--- src/verilog/lop_pkg.sv ---
package lop_pkg;

  // ==========================================================
  // clock and pwm timing
  localparam int unsigned CLK_HZ           = 100_000_000;
  localparam int unsigned FREQ_SLOW_HZ     = 170;
  localparam int unsigned FREQ_FAST_HZ     = 225;
  localparam int unsigned SLOTS_PER_PERIOD = 128;
  localparam int unsigned TICKS_PER_PERIOD = 1024;
  localparam int unsigned TICK_W           = 10;
  localparam int unsigned PRE_W            = 13;
  localparam int unsigned THR_W            = 11;
  localparam int unsigned SLOT_SHIFT       = 3;
  localparam int unsigned PRE_SLOW_INT     = CLK_HZ / (FREQ_SLOW_HZ * TICKS_PER_PERIOD);
  localparam int unsigned PRE_FAST_INT     = CLK_HZ / (FREQ_FAST_HZ * TICKS_PER_PERIOD);
  localparam logic [PRE_W-1:0] PRE_SLOW_LAST = PRE_W'(PRE_SLOW_INT - 1);
  localparam logic [PRE_W-1:0] PRE_FAST_LAST = PRE_W'(PRE_FAST_INT - 1);

  // ==========================================================
  // register map
  localparam int unsigned ADDR_W = 8;
  localparam int unsigned DATA_W = 16;
  localparam logic [ADDR_W-1:0] ADDR_DUTY_AB = 8'h08;
  localparam logic [ADDR_W-1:0] ADDR_DUTY_CD = 8'h09;
  localparam logic [DATA_W-1:0] DUTY_RESET   = 16'h0000;
  localparam int unsigned NUM_CH = 4;

  // ==========================================================
  // carriers
  typedef struct packed {
    logic       freq_sel;
    logic [6:0] duty_field;
  } lop_chan_cfg_t;

  typedef struct packed {
    lop_chan_cfg_t hi;
    lop_chan_cfg_t lo;
  } lop_duty_pair_t;

  typedef struct packed {
    logic              wr_en;
    logic              rd_en;
    logic [ADDR_W-1:0] addr;
    logic [DATA_W-1:0] wdata;
  } lop_reg_req_t;

endpackage

--- src/verilog/lop_pwm_channel.sv ---
`timescale 1ns/10ps
`default_nettype none
module lop_pwm_channel (
  input  wire logic       ref_clk,
  input  wire logic       reset,
  input  wire logic       freq_sel,
  input  wire logic       fine_en,
  input  wire logic [6:0] duty_coarse,
  input  wire logic [9:0] duty_fine,
  output logic            pwm_out
);

  // ==========================================================
  // prescaler and period counter
  localparam int unsigned THR_W = lop_pkg::THR_W;

  logic [lop_pkg::PRE_W-1:0]  pre_q;
  logic [lop_pkg::TICK_W-1:0] tick_q;
  logic [lop_pkg::PRE_W-1:0]  pre_last;
  logic [lop_pkg::THR_W-1:0]  thr;
  logic                       pwm_q;
  logic                       tick_stb;

  assign pre_last = freq_sel ? lop_pkg::PRE_FAST_LAST : lop_pkg::PRE_SLOW_LAST;
  // >= so a switch to the faster rate mid-tick cannot overrun
  assign tick_stb = (pre_q >= pre_last);

  always_ff @(posedge ref_clk)
  begin
    if (reset)
      pre_q <= '0;
    else if (tick_stb)
      pre_q <= '0;
    else
      pre_q <= pre_q + 1'b1;
  end

  // 1024 ticks give 128 slots of 8 ticks each, shared with fine mode
  always_ff @(posedge ref_clk)
  begin
    if (reset)
      tick_q <= '0;
    else if (tick_stb)
      tick_q <= tick_q + 1'b1;
  end

  // ==========================================================
  // compare
  always_comb
  begin
    if (fine_en)
      thr = {1'b0, duty_fine} + 1'b1;
    else
      thr = THR_W'(({4'b0, duty_coarse} + 1'b1) << lop_pkg::SLOT_SHIFT);
  end

  always_ff @(posedge ref_clk)
  begin
    if (reset)
      pwm_q <= 1'b0;
    else
      pwm_q <= ({1'b0, tick_q} < thr);
  end

  assign pwm_out = pwm_q;

  // ==========================================================
  // checks
  property p_duty_compare;
    @(posedge ref_clk) disable iff (reset)
      !$past(reset) && !$past(fine_en) |->
        pwm_q == ($past(tick_q >> lop_pkg::SLOT_SHIFT) <= $past(duty_coarse));
  endproperty
  a_duty_compare: assert property (p_duty_compare) else $error("pwm level wrong");

  property p_pre_bound;
    @(posedge ref_clk) disable iff (reset)
      $stable(freq_sel) && !$past(reset) |-> pre_q <= pre_last;
  endproperty
  a_pre_bound: assert property (p_pre_bound) else $error("prescaler overrun");

  property p_fast_tick;
    @(posedge ref_clk) disable iff (reset)
      // a host may drop the fast rate mid-tick; only a held fast rate is judged
      freq_sel && pre_q == '0 && $past(tick_stb) |-> ##[433:434] (tick_stb || !freq_sel);
  endproperty
  a_fast_tick: assert property (p_fast_tick) else $error("fast tick spacing wrong");

  property p_fine_thr;
    @(posedge ref_clk) disable iff (reset)
      !$past(reset) && $past(fine_en) |-> pwm_q == ($past(tick_q) <= $past(duty_fine));
  endproperty
  a_fine_thr: assert property (p_fine_thr) else $error("fine threshold wrong");

  c_wrap: cover property (@(posedge ref_clk) tick_stb && tick_q == '1);

endmodule
`default_nettype wire

--- src/verilog/lop_lamp_pwm_unit.sv ---
// Overview of operation
// - internal generator drives a lamp output only while its source bit is set.
// - on-time fraction equals duty field plus one over 128.
// - frequency bit picks 170 Hz when clear, 225 Hz when set, per channel.
// - fine resolution enable takes 10-bit per-channel duty instead of packed field.
// - register 08h holds A in upper byte, B in lower byte.
// - register 09h holds C in upper byte, D in lower byte.
// - reset clears both packed duty registers to zero.
// - both registers fully read/write, reads return last write, no side effects.
// - external pwm selection makes the output follow the external input level.
`timescale 1ns/10ps
`default_nettype none
module lop_lamp_pwm_unit (
  input  wire logic                         ref_clk,
  input  wire logic                         reset,
  input  wire lop_pkg::lop_reg_req_t        reg_req,
  output logic [lop_pkg::DATA_W-1:0]        reg_rdata,
  output logic                              reg_rvalid,
  input  wire logic [lop_pkg::NUM_CH-1:0]   internal_pwm_source_sel,
  input  wire logic                         fine_resolution_enable,
  input  wire logic [9:0]                   fine_duty_a,
  input  wire logic [9:0]                   fine_duty_b,
  input  wire logic [9:0]                   fine_duty_c,
  input  wire logic [9:0]                   fine_duty_d,
  input  wire logic [lop_pkg::NUM_CH-1:0]   ext_pwm_sel,
  input  wire logic [lop_pkg::NUM_CH-1:0]   ext_pwm_in,
  output logic                              lamp_out_a,
  output logic                              lamp_out_b,
  output logic                              lamp_out_c,
  output logic                              lamp_out_d
);

  // ==========================================================
  // duty registers
  lop_pkg::lop_duty_pair_t duty_ab_q;
  lop_pkg::lop_duty_pair_t duty_cd_q;
  logic [lop_pkg::DATA_W-1:0] rdata_q;
  logic                       rvalid_q;

  always_ff @(posedge ref_clk)
  begin
    if (reset)
      duty_ab_q <= lop_pkg::DUTY_RESET;
    else if (reg_req.wr_en && reg_req.addr == lop_pkg::ADDR_DUTY_AB)
      duty_ab_q <= reg_req.wdata;
  end

  always_ff @(posedge ref_clk)
  begin
    if (reset)
      duty_cd_q <= lop_pkg::DUTY_RESET;
    else if (reg_req.wr_en && reg_req.addr == lop_pkg::ADDR_DUTY_CD)
      duty_cd_q <= reg_req.wdata;
  end

  // reads have no side effect; unmapped addresses read as zero
  always_ff @(posedge ref_clk)
  begin
    if (reset)
      rdata_q <= '0;
    else if (reg_req.rd_en)
    begin
      case (reg_req.addr)
        lop_pkg::ADDR_DUTY_AB: rdata_q <= duty_ab_q;
        lop_pkg::ADDR_DUTY_CD: rdata_q <= duty_cd_q;
        default:               rdata_q <= '0;
      endcase
    end
  end

  always_ff @(posedge ref_clk)
  begin
    if (reset)
      rvalid_q <= 1'b0;
    else
      rvalid_q <= reg_req.rd_en;
  end

  assign reg_rdata  = rdata_q;
  assign reg_rvalid = rvalid_q;

  // ==========================================================
  // channels
  lop_pkg::lop_chan_cfg_t         cfg [lop_pkg::NUM_CH];
  logic [9:0]                     fine [lop_pkg::NUM_CH];
  logic [lop_pkg::NUM_CH-1:0]     pwm_int;
  logic [lop_pkg::NUM_CH-1:0]     lamp_q;

  assign cfg[0]  = duty_ab_q.hi;
  assign cfg[1]  = duty_ab_q.lo;
  assign cfg[2]  = duty_cd_q.hi;
  assign cfg[3]  = duty_cd_q.lo;
  assign fine[0] = fine_duty_a;
  assign fine[1] = fine_duty_b;
  assign fine[2] = fine_duty_c;
  assign fine[3] = fine_duty_d;

  genvar gi;
  generate
    for (gi = 0; gi < lop_pkg::NUM_CH; gi++)
    begin : g_ch
      lop_pwm_channel u_ch (
        .ref_clk     (ref_clk),
        .reset       (reset),
        .freq_sel    (cfg[gi].freq_sel),
        .fine_en     (fine_resolution_enable),
        .duty_coarse (cfg[gi].duty_field),
        .duty_fine   (fine[gi]),
        .pwm_out     (pwm_int[gi])
      );
    end
  endgenerate

  // ==========================================================
  // output source select
  // external selection wins so a host can override a bad duty setting
  always_ff @(posedge ref_clk)
  begin
    if (reset)
      lamp_q <= '0;
    else
      lamp_q <= (ext_pwm_sel & ext_pwm_in)
              | (~ext_pwm_sel & internal_pwm_source_sel & pwm_int);
  end

  assign lamp_out_a = lamp_q[0];
  assign lamp_out_b = lamp_q[1];
  assign lamp_out_c = lamp_q[2];
  assign lamp_out_d = lamp_q[3];

  // ==========================================================
  // checks
  property p_no_source;
    @(posedge ref_clk) disable iff (reset)
      !ext_pwm_sel[0] && !internal_pwm_source_sel[0] |=> !lamp_out_a;
  endproperty
  a_no_source: assert property (p_no_source) else $error("lamp a driven without source");

  property p_internal;
    @(posedge ref_clk) disable iff (reset)
      !ext_pwm_sel[1] && internal_pwm_source_sel[1] |=> lamp_out_b == $past(pwm_int[1]);
  endproperty
  a_internal: assert property (p_internal) else $error("lamp b not following generator");

  property p_external;
    @(posedge ref_clk) disable iff (reset)
      ext_pwm_sel[2] |=> lamp_out_c == $past(ext_pwm_in[2]);
  endproperty
  a_external: assert property (p_external) else $error("lamp c not following input");

  property p_write_ab;
    @(posedge ref_clk) disable iff (reset)
      reg_req.wr_en && reg_req.addr == lop_pkg::ADDR_DUTY_AB
      ##1 reg_req.rd_en && !reg_req.wr_en && reg_req.addr == lop_pkg::ADDR_DUTY_AB
      |=> reg_rvalid && reg_rdata == $past(reg_req.wdata, 2);
  endproperty
  a_write_ab: assert property (p_write_ab) else $error("ab readback mismatch");

  property p_write_cd;
    @(posedge ref_clk) disable iff (reset)
      reg_req.wr_en && reg_req.addr == lop_pkg::ADDR_DUTY_CD
      |=> duty_cd_q == $past(reg_req.wdata);
  endproperty
  a_write_cd: assert property (p_write_cd) else $error("cd write lost");

  property p_reset_clear;
    @(posedge ref_clk)
      $past(reset) |-> duty_ab_q == '0 && duty_cd_q == '0 && !reg_rvalid;
  endproperty
  a_reset_clear: assert property (p_reset_clear) else $error("reset value wrong");

  property p_read_no_effect;
    @(posedge ref_clk) disable iff (reset)
      reg_req.rd_en && !reg_req.wr_en |=> $stable(duty_ab_q) && $stable(duty_cd_q);
  endproperty
  a_read_no_effect: assert property (p_read_no_effect) else $error("read changed a register");

  property p_read_lat;
    @(posedge ref_clk) disable iff (reset)
      reg_req.rd_en |=> reg_rvalid;
  endproperty
  a_read_lat: assert property (p_read_lat) else $error("read answer late");

  property p_write_ab_lands;
    @(posedge ref_clk) disable iff (reset)
      reg_req.wr_en && reg_req.addr == lop_pkg::ADDR_DUTY_AB
      |=> duty_ab_q == $past(reg_req.wdata);
  endproperty
  a_write_ab_lands: assert property (p_write_ab_lands) else $error("ab write lost");

  property p_unmapped_write;
    @(posedge ref_clk) disable iff (reset)
      reg_req.wr_en && reg_req.addr != lop_pkg::ADDR_DUTY_AB
        && reg_req.addr != lop_pkg::ADDR_DUTY_CD
      |=> $stable(duty_ab_q) && $stable(duty_cd_q);
  endproperty
  a_unmapped_write: assert property (p_unmapped_write) else $error("stray write landed");

  // read data holds so a slow host may fetch it late
  property p_rdata_hold;
    @(posedge ref_clk) disable iff (reset)
      !reg_req.rd_en
      |=> $stable(reg_rdata);
  endproperty
  a_rdata_hold: assert property (p_rdata_hold) else $error("read data moved");

  property p_rvalid_pulse;
    @(posedge ref_clk) disable iff (reset)
      !reg_req.rd_en
      |=> !reg_rvalid;
  endproperty
  a_rvalid_pulse: assert property (p_rvalid_pulse) else $error("read answer without read");

  property p_internal_a;
    @(posedge ref_clk) disable iff (reset)
      !ext_pwm_sel[0] && internal_pwm_source_sel[0]
      |=> lamp_out_a == $past(pwm_int[0]);
  endproperty
  a_internal_a: assert property (p_internal_a) else $error("lamp a not following generator");

  c_ext: cover property (@(posedge ref_clk) ext_pwm_sel[2] && ext_pwm_in[2] ##1 lamp_out_c);
  c_int: cover property (@(posedge ref_clk) internal_pwm_source_sel[1] ##1 lamp_out_b);
  c_rd:  cover property (@(posedge ref_clk) reg_rvalid && reg_rdata != '0);

endmodule
`default_nettype wire

--- config.mk ---
export PLATFORM = sky130hd
export DESIGN_NAME = lop_lamp_pwm_unit
export DESIGN_NICKNAME = d
export VERILOG_FILES = /design/src/verilog/lop_pkg.sv /design/src/verilog/lop_pwm_channel.sv /design/src/verilog/lop_lamp_pwm_unit.sv
export SDC_FILE = /design/constraint.sdc
export NUM_CORES = 1
export LEC_CHECK = 0
export BUFFER_PORTS_ARGS = -buffer_cell sky130_fd_sc_hd__buf_2
export CAP_MARGIN = 20
export CORE_MARGIN = 2
export CORE_UTILIZATION = 61
export CTS_BUF_LIST = sky130_fd_sc_hd__clkbuf_2
export DETAILED_ROUTE_END_ITERATION = 7
export GPL_ROUTABILITY_DRIVEN = 0
export PLACE_DENSITY = 0.83
export SYNTH_ARGS = -nofsm -noshare
export SYNTH_HDL_FRONTEND = slang
export SYNTH_SLANG_ARGS = --single-unit
--- constraint.sdc ---
create_clock -name ref_clk -period 3.2 [get_ports ref_clk]
set_input_delay 0.16 -clock ref_clk [delete_from_list [all_inputs] [get_ports ref_clk]]
set_output_delay 0.16 -clock ref_clk [all_outputs]
set_load 0.02 [all_outputs]
==> flow_summary.ini <==
[clock_network]
cts_made_buffers = 17
cts_tree = built
path_clk_slew_ns = 0.27
ctsHtreeMaxLevel = 4
cts-root-buf = clkbuf_2
clk_latency_ns = 0.79
clockBufferDepth = 2
cts_sinks = 149

[sta]
post-route-period-util = 0.8357
worst_slack_ns = 0.5257
grt_setup_unrepaired = false
slew_viol_final = 0
whs_ns = 0.03241
skew_ns = 0.05384
period_minus_slack_ns = 2.674
max_slew.worst_pin.slew_ns = 0.6875
setup_viol = 0
clock.fmax_mhz = 373.9
finalHoldViolations = 0
max_slew_margin = 0.5416
tns_ns = 0

[yosys]
synth_area_leaders = dfxtp_1, ha_1, xor2_1
netlist_area_sq_um = 8340
yosys_warnings = 0
ys_seq_area_frac = 0.3576
avgSynthCellArea_sq_um = 8.209
synth_top_area_frac = 0.3576
async_flop_share = 0
yosysUniqueCellTypes = 50
synth_edf_count = 0
synthFlopType = dfxtp_1
ys_seq_elements = 149
synth_top_cell_by_area = dfxtp_1
yosys-top-cells-count = dfxtp_1, nor2_1, nand3_1
yosysMostFrequentCell = dfxtp_1
synth_cells = 1016

[layout]
drive_gt1_frac = 0.1298
seq_area_sq_um = 2983
multi_input_area_sq_um = 5174
area_growth_pct = 16.64
layout.nets = 1315
fill_cells = 1046

[floorplanning]
fp.coreArea_sq_um = 13300
ios = 102
die_h_um = 120.9
initial_core_util = 0.6273
die_w_um = 120.9
die-area_sq_um = 14620
num_rows = 42

[worst_setup_path]
cp_max_fo = 6
r2r_start = cfg[16]$_SDFFE_PP0P_
cp.required_ns = 3.94
r2r_cells = 11
reg2reg_setup_slack_ns = 0.53
worst_setup_path_start_kind = register
reg2reg_to = g_ch[1].u_ch.pwm_out$_SDFF_PP0_
crit_arrival_ns = 3.42
cp-end-kind = register
path_class = register to register

[power]
p_leak_nw = 3.939
ir_drop_mv = 0.3772
p_switching_mw = 0.9910
pwr-share-seq = 0.575
p_int_mw = 2.376
power_density_nw_per_um2 = 346.1
p_clk_frac = 0.304
swShare = 0.2943
p_comb_frac = 0.121

[drt]
routed_wl_um = 19390
drc = 0
wl_per_cell_um = 14.38
drt_pass1_iterations = 6
drtIter0Drc = 551
ant_nets = 0
num_vias = 7553
vias_per_cell = 5.603

[grt]
antenna_found_initial = 1
overflow = 0
grt_pass1_wl_um = 32540
grt_use_met2 = 0.4470
gr-usage-all-layers = 0.2749
grt_max_degree = 67
grt-busiest-layer = met2
grt_pass1_vias = 7116
grt_use_met3 = 0.06203
gr-usage-met1 = 0.3666

[placed_design]
io_buffers = 101
hpwl_um = 13380
dp_slack_ns = 0.7924

[min_path]
hold_path_class = input port to register
worst_hold_path.endpoint = reg_rdata[9]$_SDFFE_PP0P_
holdPathStages = 6
hold_start = reg_req[18]

[run_status]
outcome = finished, final reports clean

[run]
cap_violations = 0
-- power groups by stage --
stage | registers [mW] | logic [mW] | clock network, mW
after floorplan | 1.98 | 0.218 | 0
after global placement | 1.97 | 0.349 | 0
after detailed placement | 1.97 | 0.361 | 0
after CTS | 1.93 | 0.401 | 1.03
after global routing | 1.94 | 0.458 | 1.11
final | 1.94 | 0.407 | 1.02
-- state kept, by name, summed over array words and instances, names as in the netlist --
name               flops
g_ch.u_ch.pre_q       52
g_ch.u_ch.tick_q      40
cfg                   32
reg_rdata             16
g_ch.u_ch.pwm_out      4
lamp_q                 4
reg_rvalid             1
-- cells by family after synthesis --
logic type,after synthesis,share of synthesized area
other cells,1,0.0004496
xor+xnor,111,0.1166
fa+ha+maj,76,0.1140
simple gates,454,0.2567
flops,149,0.3576
mux,11,0.01425
compound gates,160,0.1146
buf+inv,54,0.02580
-- per-stage QoR --
step / utilization / power, mW / cells / instance area [sq um]
floorplan: - / 2.196 / 1023 / 8367
detailed placement: 0.6751 / 2.331 / 1262 / 8976
finish: 0.7317 / 3.367 / 1348 / 9728
global route: 0.7317 / 3.514 / 1348 / 9728
global placement: 0.6751 / 2.318 / 1262 / 8976
CTS: 0.7315 / 3.363 / 1347 / 9726
-- worst max-delay path, cell delays in order, from the launching register on --
cell	delay, ns
dfxtp_1	0.51
ha_1	0.26
nand3_1	0.10
xor2_1	0.15
nor2_1	0.10
a21oi_1	0.07
ha_1	0.31
o21ai_0	0.17
nand2b_1	0.07
a31o_2	0.24
a21oi_1	0.12
dlygate4sd3_1	0.55
-- layer usage --
| metal | vias up | wire [um] |
|---|---|---|
| li1 | 3853 | - |
| met3 | 39 | 1178 |
| met5 | - | 0 |
| met2 | 227 | 8964 |
| met4 | 0 | 367 |
| met1 | 3434 | 8874 |
-- cells in the final DEF, fill, tap and decap left out, drive strengths merged, types with 7 or more instances in the layout --
master,count
dfxtp,149
nor2,148
buf,106
nand3,99
nand2,95
xor2,76
ha,76
a21oi,68
dlygate4sd3,53
o21ai,37
xnor2,35
and3,24
nand4,21
clkbuf,18
a211oi,17
a22oi,16
inv,15
or3,11
nor2b,10
conb,8
nor4,7
nor3,7
mux2,7
-- worst max-delay path by stage --
stage                               startpoint                                   to  slack, ns  cells after the start
after CTS                 cfg[17]$_SDFFE_PP0P_      g_ch[1].u_ch.pwm_out$_SDFF_PP0_       0.54                     11
final                     cfg[16]$_SDFFE_PP0P_      g_ch[1].u_ch.pwm_out$_SDFF_PP0_       0.53                     11
after floorplan           cfg[15]$_SDFFE_PP0P_  g_ch[2].u_ch.tick_q[9]$_SDFFE_PP0P_       0.93                      9
after global placement    cfg[15]$_SDFFE_PP0P_  g_ch[2].u_ch.tick_q[9]$_SDFFE_PP0P_       0.87                      8
after global routing      cfg[17]$_SDFFE_PP0P_      g_ch[1].u_ch.pwm_out$_SDFF_PP0_       0.32                     11
after detailed placement  cfg[15]$_SDFFE_PP0P_  g_ch[2].u_ch.tick_q[9]$_SDFFE_PP0P_       0.79                      8
-- layout make-up --
| cell class | instances | area share |
|---|---|---|
| Multi-Input combinational cell | 820 | 0.5318 |
| Sequential cell | 149 | 0.3066 |
| Timing Repair Buffer | 159 | 0.1119 |
| Tap cell | 176 | 0.02264 |
| Clock inverter | 14 | 0.01325 |
| Clock buffer | 18 | 0.009260 |
| Inverter | 11 | 0.004244 |
| Antenna cell | 1 | 0.0002572 |
-- repair_timing --
item	4_1_cts	5_1_grt
hold buffers	53	0
endpoints found under the hold margin	86	0
setup buffers	0	0
endpoints found under the setup margin	0	0
gates resized for setup	0	0
Power figures use the tool's default switching activity.
